$ cat src/sfs_pkg.sv
// sfs_pkg: constants, register map and carrier types of the system fault status word.
// assumes one 200 MHz clock, a synchronous active-high reset and a plain register port.

package sfs_pkg;

    // ****************************************************************
    // register map
    // ****************************************************************
    localparam logic [7:0] ADDR_FAULT_WORD = 8'h00;
    localparam logic [7:0] ADDR_IRQ_STATUS = 8'h04;
    localparam logic [7:0] ADDR_IRQ_CLEAR  = 8'h08;
    localparam logic [7:0] ADDR_IRQ_ENABLE = 8'h0C;
    localparam logic [7:0] ADDR_CONTROL    = 8'h10;
    localparam logic [7:0] ADDR_SNAPSHOT   = 8'h14;

    // control register fields and reset values
    localparam int          CTRL_RESET_CMD_BIT = 0;
    localparam int          CTRL_MONITOR_BIT   = 1;
    localparam logic        CTRL_MONITOR_RESET = 1'b1;
    localparam logic [15:0] IRQ_ENABLE_RESET   = 16'h0000;
    localparam logic [31:0] READ_ZERO          = 32'h0000_0000;

    // ****************************************************************
    // widths and timing
    // ****************************************************************
    localparam int UNIT_SLOTS   = 8;
    localparam int SYNC_WIDTH   = 24;
    localparam int CLK_MHZ      = 200;
    localparam int CLK_LOSS_NS  = 20000;
    localparam int CLK_LOSS_CYC = (CLK_LOSS_NS * CLK_MHZ) / 1000;
    localparam int SETTLE_CYC   = 8;

    // field positions inside the synchronised pin vector
    localparam int PIN_UNITS     = 0;
    localparam int PIN_COVER     = 8;
    localparam int PIN_ERR_CODE  = 9;
    localparam int PIN_FLASH     = 12;
    localparam int PIN_BUFFER    = 13;
    localparam int PIN_ABORT     = 14;
    localparam int PIN_PHASE     = 15;
    localparam int PIN_SERVO     = 16;
    localparam int PIN_DEFAULT   = 17;
    localparam int PIN_FILE      = 18;
    localparam int PIN_HW_MISM   = 19;
    localparam int PIN_SETTINGS  = 20;
    localparam int PIN_PROJECT   = 21;
    localparam int PIN_WDT_RTI   = 22;
    localparam int PIN_WDT_BG    = 23;

    // ****************************************************************
    // types
    // ****************************************************************
    typedef struct packed {
        logic [15:0] unused_high;
        logic        unit_config_changed;
        logic [2:0]  unit_config_error_code;
        logic        program_flash_overflow;
        logic        buffer_ram_overflow;
        logic        global_abort_stop;
        logic        missing_motion_clocks;
        logic        factory_default;
        logic        system_file_error;
        logic        saved_hw_mismatch;
        logic        saved_settings_error;
        logic        project_load_error;
        logic        startup_read_fault;
        logic [1:0]  software_watchdog_fault;
    } sfs_fault_word_t;

    typedef struct packed {
        logic [7:0]  addr;
        logic [31:0] wdata;
        logic        wr;
        logic        rd;
    } sfs_reg_req_t;

    typedef enum logic [1:0] {
        MON_SETTLE = 2'b00,
        MON_SNAP   = 2'b01,
        MON_WATCH  = 2'b10
    } sfs_mon_state_t;

endpackage

$ cat src/sfs_fault_word.sv
// sfs_fault_word: system fault status word with config monitor, interrupt and register port.
// assumes all fault pins are asynchronous to sys_clk and the bus master never overlaps strobes.
//
// The register offsets and the address-and-strobe port were chosen for this implementation.

`timescale 1ns/100ps
`default_nettype none

module sfs_fault_word (
    input  wire logic                 sys_clk,
    input  wire logic                 reset,
    input  wire sfs_pkg::sfs_reg_req_t reg_req,
    output var  logic [31:0]          rd_data,
    output var  logic                 rd_valid,
    output var  logic [31:0]          status_word,
    output var  logic                 irq,
    input  wire logic [7:0]           unit_present,
    input  wire logic                 end_cover_present,
    input  wire logic [2:0]           unit_config_error_code,
    input  wire logic                 program_flash_overflow,
    input  wire logic                 buffer_ram_overflow,
    input  wire logic                 global_abort_stop,
    input  wire logic                 phase_clock,
    input  wire logic                 servo_clock,
    input  wire logic                 factory_default,
    input  wire logic                 system_file_error,
    input  wire logic                 saved_hw_mismatch,
    input  wire logic                 saved_settings_error,
    input  wire logic                 project_load_error,
    input  wire logic                 rti_watchdog_timeout,
    input  wire logic                 bg_watchdog_timeout
);

    // ****************************************************************
    // input synchronisers
    // ****************************************************************
    logic [sfs_pkg::SYNC_WIDTH-1:0] pin_raw;
    logic [sfs_pkg::SYNC_WIDTH-1:0] pin_meta;
    logic [sfs_pkg::SYNC_WIDTH-1:0] pin_sync;

    // gather every outside pin into one vector
    assign pin_raw = {bg_watchdog_timeout, rti_watchdog_timeout, project_load_error,
                      saved_settings_error, saved_hw_mismatch, system_file_error,
                      factory_default, servo_clock, phase_clock, global_abort_stop,
                      buffer_ram_overflow, program_flash_overflow, unit_config_error_code,
                      end_cover_present, unit_present};

    // two flops per bit; the first stage feeds only the second
    genvar gi;
    generate
        for (gi = 0; gi < sfs_pkg::SYNC_WIDTH; gi++) begin : g_sync
            always_ff @(posedge sys_clk) begin
                if (reset) begin
                    pin_meta[gi] <= 1'b0;
                    pin_sync[gi] <= 1'b0;
                end else begin
                    pin_meta[gi] <= pin_raw[gi];
                    pin_sync[gi] <= pin_meta[gi];
                end
            end
        end
    endgenerate

    // ****************************************************************
    // register port decode
    // ****************************************************************
    logic        wr_clear;
    logic        wr_enable;
    logic        wr_control;
    logic        reset_cmd;
    logic        monitor_on;
    logic [15:0] irq_enable;

    // status word address is deliberately absent: writes there fall through
    always_comb begin
        wr_clear   = 1'b0;
        wr_enable  = 1'b0;
        wr_control = 1'b0;
        if (reg_req.wr && reg_req.addr == sfs_pkg::ADDR_IRQ_CLEAR) begin
            wr_clear = 1'b1;
        end else if (reg_req.wr && reg_req.addr == sfs_pkg::ADDR_IRQ_ENABLE) begin
            wr_enable = 1'b1;
        end else if (reg_req.wr && reg_req.addr == sfs_pkg::ADDR_CONTROL) begin
            wr_control = 1'b1;
        end
    end

    // reset command is a one-cycle pulse; monitor enable is a held level
    always_ff @(posedge sys_clk) begin
        if (reset) begin
            reset_cmd  <= 1'b0;
            monitor_on <= sfs_pkg::CTRL_MONITOR_RESET;
        end else begin
            reset_cmd <= wr_control && reg_req.wdata[sfs_pkg::CTRL_RESET_CMD_BIT];
            if (wr_control) begin
                monitor_on <= reg_req.wdata[sfs_pkg::CTRL_MONITOR_BIT];
            end
        end
    end

    // interrupt enable register
    always_ff @(posedge sys_clk) begin
        if (reset) begin
            irq_enable <= sfs_pkg::IRQ_ENABLE_RESET;
        end else if (wr_enable) begin
            irq_enable <= reg_req.wdata[15:0];
        end
    end

    // ****************************************************************
    // expansion unit configuration monitor
    // ****************************************************************
    sfs_pkg::sfs_mon_state_t mon_state;
    logic [3:0]              settle_cnt;
    logic [8:0]              config_snapshot;
    logic [8:0]              config_now;
    logic                    config_differs;
    logic                    unit_config_changed;

    assign config_now     = pin_sync[sfs_pkg::PIN_COVER:sfs_pkg::PIN_UNITS];
    assign config_differs = (config_now != config_snapshot);

    // settle lets synchronisers fill before the reference is taken
    always_ff @(posedge sys_clk) begin
        if (reset) begin
            mon_state  <= sfs_pkg::MON_SETTLE;
            settle_cnt <= 4'h0;
        end else begin
            case (mon_state)
                sfs_pkg::MON_SETTLE: begin
                    settle_cnt <= settle_cnt + 4'h1;
                    if (settle_cnt == 4'(sfs_pkg::SETTLE_CYC - 1)) begin
                        mon_state <= sfs_pkg::MON_SNAP;
                    end
                end
                sfs_pkg::MON_SNAP: begin
                    mon_state <= sfs_pkg::MON_WATCH;
                end
                sfs_pkg::MON_WATCH: begin
                    settle_cnt <= 4'h0;
                end
                default: begin
                    mon_state <= sfs_pkg::MON_SETTLE;
                end
            endcase
        end
    end

    // reference configuration; a reset command re-takes it
    always_ff @(posedge sys_clk) begin
        if (reset) begin
            config_snapshot <= 9'h000;
        end else if (mon_state == sfs_pkg::MON_SNAP || reset_cmd) begin
            config_snapshot <= config_now;
        end
    end

    // sticky change flag; a change seen in the clear cycle still wins
    always_ff @(posedge sys_clk) begin
        if (reset) begin
            unit_config_changed <= 1'b0;
        end else if (mon_state == sfs_pkg::MON_WATCH && monitor_on && config_differs) begin
            unit_config_changed <= 1'b1;
        end else if (reset_cmd) begin
            unit_config_changed <= 1'b0;
        end
    end

    // ****************************************************************
    // motion clock loss detection
    // ****************************************************************
    logic [1:0]  clk_prev;
    logic [1:0]  clk_now;
    logic [1:0]  clk_lost;
    logic [11:0] loss_cnt [2];

    assign clk_now = {pin_sync[sfs_pkg::PIN_SERVO], pin_sync[sfs_pkg::PIN_PHASE]};

    // one watchdog counter per motion clock, restarted on every edge
    genvar ci;
    generate
        for (ci = 0; ci < 2; ci++) begin : g_clk
            always_ff @(posedge sys_clk) begin
                if (reset) begin
                    clk_prev[ci] <= 1'b0;
                    loss_cnt[ci] <= 12'h000;
                    clk_lost[ci] <= 1'b0;
                end else begin
                    clk_prev[ci] <= clk_now[ci];
                    if (clk_prev[ci] != clk_now[ci]) begin
                        loss_cnt[ci] <= 12'h000;
                        clk_lost[ci] <= 1'b0;
                    end else if (loss_cnt[ci] == 12'(sfs_pkg::CLK_LOSS_CYC - 1)) begin
                        clk_lost[ci] <= 1'b1;
                    end else begin
                        loss_cnt[ci] <= loss_cnt[ci] + 12'h001;
                    end
                end
            end
        end
    endgenerate

    // ****************************************************************
    // load errors and watchdog faults
    // ****************************************************************
    logic       file_err;
    logic       hw_mismatch;
    logic       settings_err;
    logic       project_err;
    logic [1:0] wdt_fault;

    // load errors latch: the loader reports them once at start-up
    always_ff @(posedge sys_clk) begin
        if (reset) begin
            file_err     <= 1'b0;
            hw_mismatch  <= 1'b0;
            settings_err <= 1'b0;
            project_err  <= 1'b0;
        end else begin
            file_err     <= file_err     | pin_sync[sfs_pkg::PIN_FILE];
            hw_mismatch  <= hw_mismatch  | pin_sync[sfs_pkg::PIN_HW_MISM];
            settings_err <= settings_err | pin_sync[sfs_pkg::PIN_SETTINGS];
            project_err  <= project_err  | pin_sync[sfs_pkg::PIN_PROJECT];
        end
    end

    // watchdog timeouts stick so a short pulse is never missed
    always_ff @(posedge sys_clk) begin
        if (reset) begin
            wdt_fault <= 2'b00;
        end else begin
            wdt_fault[1] <= wdt_fault[1] | pin_sync[sfs_pkg::PIN_WDT_RTI];
            wdt_fault[0] <= wdt_fault[0] | pin_sync[sfs_pkg::PIN_WDT_BG];
        end
    end

    // ****************************************************************
    // status word assembly
    // ****************************************************************
    sfs_pkg::sfs_fault_word_t next_word;

    // plain flops only, no retention: cleared by reset, lost with power
    always_comb begin
        next_word                         = '0;
        next_word.unused_high             = 16'h0000;
        next_word.unit_config_changed     = unit_config_changed;
        next_word.unit_config_error_code  =
            pin_sync[sfs_pkg::PIN_ERR_CODE+2:sfs_pkg::PIN_ERR_CODE];
        next_word.program_flash_overflow  = pin_sync[sfs_pkg::PIN_FLASH];
        next_word.buffer_ram_overflow     = pin_sync[sfs_pkg::PIN_BUFFER];
        next_word.global_abort_stop       = pin_sync[sfs_pkg::PIN_ABORT];
        next_word.missing_motion_clocks   = |clk_lost;
        next_word.factory_default         = pin_sync[sfs_pkg::PIN_DEFAULT];
        next_word.system_file_error       = file_err;
        next_word.saved_hw_mismatch       = hw_mismatch;
        next_word.saved_settings_error    = settings_err;
        next_word.project_load_error      = project_err;
        next_word.startup_read_fault      =
            file_err | hw_mismatch | settings_err | project_err;
        next_word.software_watchdog_fault = wdt_fault;
    end

    // the published word; the bus reads it at ADDR_FAULT_WORD and cannot write it
    always_ff @(posedge sys_clk) begin
        if (reset) begin
            status_word <= 32'h0000_0000;
        end else begin
            status_word <= next_word;
        end
    end

    // ****************************************************************
    // interrupts
    // ****************************************************************
    logic [15:0] word_prev;
    logic [15:0] word_rise;
    logic [15:0] irq_status;

    assign word_rise = status_word[15:0] & ~word_prev;

    // rising edge of any defined status bit is an event
    always_ff @(posedge sys_clk) begin
        if (reset) begin
            word_prev <= 16'h0000;
        end else begin
            word_prev <= status_word[15:0];
        end
    end

    // sticky events; a new event beats a clear in the same cycle
    always_ff @(posedge sys_clk) begin
        if (reset) begin
            irq_status <= 16'h0000;
        end else if (wr_clear) begin
            irq_status <= (irq_status & ~reg_req.wdata[15:0]) | word_rise;
        end else begin
            irq_status <= irq_status | word_rise;
        end
    end

    // level output, registered so it never glitches
    always_ff @(posedge sys_clk) begin
        if (reset) begin
            irq <= 1'b0;
        end else begin
            irq <= |(irq_status & irq_enable);
        end
    end

    // ****************************************************************
    // read path
    // ****************************************************************
    logic [31:0] next_rd_data;

    // unmapped addresses and the write-only clear read as zero
    always_comb begin
        next_rd_data = sfs_pkg::READ_ZERO;
        if (reg_req.addr == sfs_pkg::ADDR_FAULT_WORD) begin
            next_rd_data = status_word;
        end else if (reg_req.addr == sfs_pkg::ADDR_IRQ_STATUS) begin
            next_rd_data = {16'h0000, irq_status};
        end else if (reg_req.addr == sfs_pkg::ADDR_IRQ_ENABLE) begin
            next_rd_data = {16'h0000, irq_enable};
        end else if (reg_req.addr == sfs_pkg::ADDR_CONTROL) begin
            next_rd_data = {30'h0000_0000, monitor_on, 1'b0};
        end else if (reg_req.addr == sfs_pkg::ADDR_SNAPSHOT) begin
            next_rd_data = {23'h00_0000, config_snapshot};
        end
    end

    // data stand only in the cycle after the strobe, zero otherwise
    always_ff @(posedge sys_clk) begin
        if (reset) begin
            rd_data  <= 32'h0000_0000;
            rd_valid <= 1'b0;
        end else begin
            rd_valid <= reg_req.rd;
            rd_data  <= reg_req.rd ? next_rd_data : sfs_pkg::READ_ZERO;
        end
    end

endmodule

`default_nettype wire

$ cat config.mk
export PLATFORM = sky130hd
export DESIGN_NAME = sfs_fault_word
export DESIGN_NICKNAME = d
export VERILOG_FILES = /design/src/sfs_pkg.sv /design/src/sfs_fault_word.sv
export SDC_FILE = /design/constraint.sdc
export NUM_CORES = 1
export LEC_CHECK = 0
export ABC_AREA = 1
export BUFFER_PORTS_ARGS = -buffer_cell sky130_fd_sc_hd__buf_4
export CAP_MARGIN = 20
export CORE_UTILIZATION = 40
export DETAILED_ROUTE_END_ITERATION = 7
export PLACE_DENSITY_LB_ADDON = 0.2
export SLEW_MARGIN = 10
export SYNTH_ARGS = -nofsm -noshare
export SYNTH_HDL_FRONTEND = slang
export SYNTH_SLANG_ARGS = --single-unit
$ cat constraint.sdc
create_clock -name sys_clk -period 4.7 [get_ports sys_clk]
set_input_delay 0.705 -clock sys_clk [delete_from_list [all_inputs] [get_ports sys_clk]]
set_output_delay 0.705 -clock sys_clk [all_outputs]
set_load 0.005 [all_outputs]
==> qor.txt <==
Post-CTS Setup Bufs: 0
global-route wire length before repair: 23900 µm
share of cells above drive strength 1: 13.5%
number of global-route vias before repair: 4880
Die Height: 136 µm
worst setup path startpoint: reg_req[40]
# DRC: 0
GPL Wtd Cong: 0.798
IO Count: 134
Total Wirelength: 15100 µm
NetSw: 727 µW
Core Footprint: 17500 µm²
Layout area overhead: 18.0%
Int Pwr: 2.51 mW
setup TNS: 0 ps
clk slew on worst S/H paths: 70 ps
Hold Startpoint: next_word[11]
ranking of synthesized cells by area: dfxtp_1, edfxtp_1, nor2_1
htree depth: 4
Async SR Flop Fraction: 0%
RSZ-0062 raised after global routing: no
critical path arrival: 2550 ps
worst slew pin tran: 1140 ps
Starting Density: 41.3%
clk buf depth: 2
#FFs+latches synth: 182
CTS root buf: clkbuf_16
Distinct cells, synth: 31
final worst path period share: 46.7%
Ys Warns: 0
leading area contributor after synthesis: dfxtp_1
Setup crit end kind: flop
DRT iter0 DRCs: 342
vias per std cell: 4.53
Die Span X: 136 µm
run status: completed
Flop pwr share: 50.6%
hold-fix buffers at CTS: 0
die area: 18600 µm²
Worst Hold Path Cells: 2
CTS resizes: 0
Port Buffers: 85
kind of launch point of the worst setup path: primary input
# nets final: 1070
synth cell count leaders: nor2_1, dfxtp_1, inv_1
PD cells: 379 nW/µm²
clock skew: 11.1 ps
Via Count: 5605
Main synth FF type: dfxtp_1
row cnt: 48
placed insts: 1205
CTS Buf Count: 17
DRT Pass-1 Iters: 5
Worst EP required: 5050 ps
worst vdd rail ir drop: 247 µV
pin count of the biggest net entering global routing: 85
DP HPWL: 10300 µm
reg-to-reg startpoint: loss_cnt[0][0]
Cell Area, Synth: 7220 µm²
critical path type: primary input to flop
Worst-Skew Late Latency: 430 ps
fin. max-slew vios: 0
n_diodes: 0
Reg2Reg Depth: 6
CTS sink cnt: 182
top-area cell type share of the netlist area: 43.8%
post-route ant nets: 0
Leak Pwr: 3.91 nW
most common cell in the netlist: nor2_1
switching portion of total power: 22.5%
gr ovfl total: 0
Max-Slew Margin vs Limit: 23.8%
All-Layer GR Usage: 16.9%
f_max: 456 MHz
Cell Count, Final, Fillers Out: 1237
min Tclk post-route: 2190 ps
TritonCTS clock tree: yes
Post-synth EDFFs: 24
Critical Path Fanout Max: 18
combinational power share: 4.8%
Avg Cell Area, Syn: 7.84 µm²
Max-cap violations: 0
register area share after synthesis: 53.8%
Final setup viols: 0
routed len/inst: 12.2 µm
HP Class: flop to flop
Gate Count Post-Synth: 922
Clock Power Share: 44.6%
initial antenna violation count: 0
Final Hold Vio Count: 0
-- placed cells by master, fill, tap and decap left out, drive strengths merged --
master	n
a21oi	28
a41oi	1
buf	89
bufinv	1
clkbuf	21
clkinv	5
clkinvlp	2
conb	32
dfxtp	158
edfxtp	24
ha	3
inv	152
nand2	132
nand3	77
nand3b	1
nand4	8
nor2	170
nor3	27
o211ai	1
o21ai	60
o22ai	1
or2	7
xnor2	5
xor2	7
-- sequential cells by signal, summed over array words and instances, names as in the netlist, 7 cells and up --
name / flops
irq_status: 16
loss_cnt: 24
config_now: 9
word_prev: 16
rd_data: 16
next_word: 7
config_snapshot: 9
pin_meta: 24
irq_enable: 16
status_word: 16
-- worst paths after layout --
check                           slack (ps)              end
worst max-delay path                  2510       rd_data[4]
worst min-delay path                   400  status_word[11]
worst max register to register        2850   loss_cnt[0][7]
worst min register to register         400  status_word[11]
-- stage by stage --
step           utilization (%)  total power [mW]  area (µm²)  hold WS [ps]  setup WS (ps)
6_report                  48.8              3.23        8530           398           2510
5_1_grt                   48.8              3.36        8530           417           2360
3_5_place_dp              45.3              1.83        7920           393           2050
4_1_cts                   48.8              3.26        8530           401           2510
3_3_place_gp              45.3              1.82        7920           389           2070
2_1_floorplan                -              1.77        7340           388           2990
-- layout make-up --
| cell class | count | area, µm² |
|---|---|---|
| clock buffers | 21 | 503 |
| clock inverters | 11 | 106 |
| fillers | 1712 | 8950 |
| inverters | 149 | 559 |
| multi-input cells | 560 | 2520 |
| flip-flops and latches | 182 | 3880 |
| well taps | 225 | 282 |
| repair buffers | 89 | 668 |
-- power by group through the flow --
| stage | Clock (mW) | Sequential [mW] | Combinational [mW] |
|---|---|---|---|
| floorplan | 0 | 1.66 | 0.109 |
| global placement | 0 | 1.67 | 0.153 |
| detailed placement | 0 | 1.67 | 0.154 |
| CTS | 1.47 | 1.64 | 0.155 |
| global route | 1.55 | 1.64 | 0.175 |
| finish | 1.44 | 1.64 | 0.154 |
-- critical path: stages --
cell and delay, ps:
buf_4 100, inv_1 40, nand2_1 70, nor2_2 580
buf_4 350, nand2_2 110, inv_2 250, nand2_1 90
nand2_1 60, nor2_1 50, nor2_1 120
-- kinds of logic after synthesis --
family,synth area share (%)
and+or+nand+nor,24.9
buffers and inverters,12.9
DFF,53.8
AOI/OAI and AO/OA,6.41
xor gates and xnor gates,1.45
adders and majority gates,0.520
other,0.0519
-- layer usage --
metal / GRT usage [%] / vias up / wire length (µm)
met5: 0 / - / 0
met4: 5.74 / 0 / 169
met3: 5.03 / 18 / 845
met2: 26.3 / 118 / 6990
met1: 22.1 / 2517 / 7100
li1: - / 2952 / -
Power figures use the tool's default switching activity.
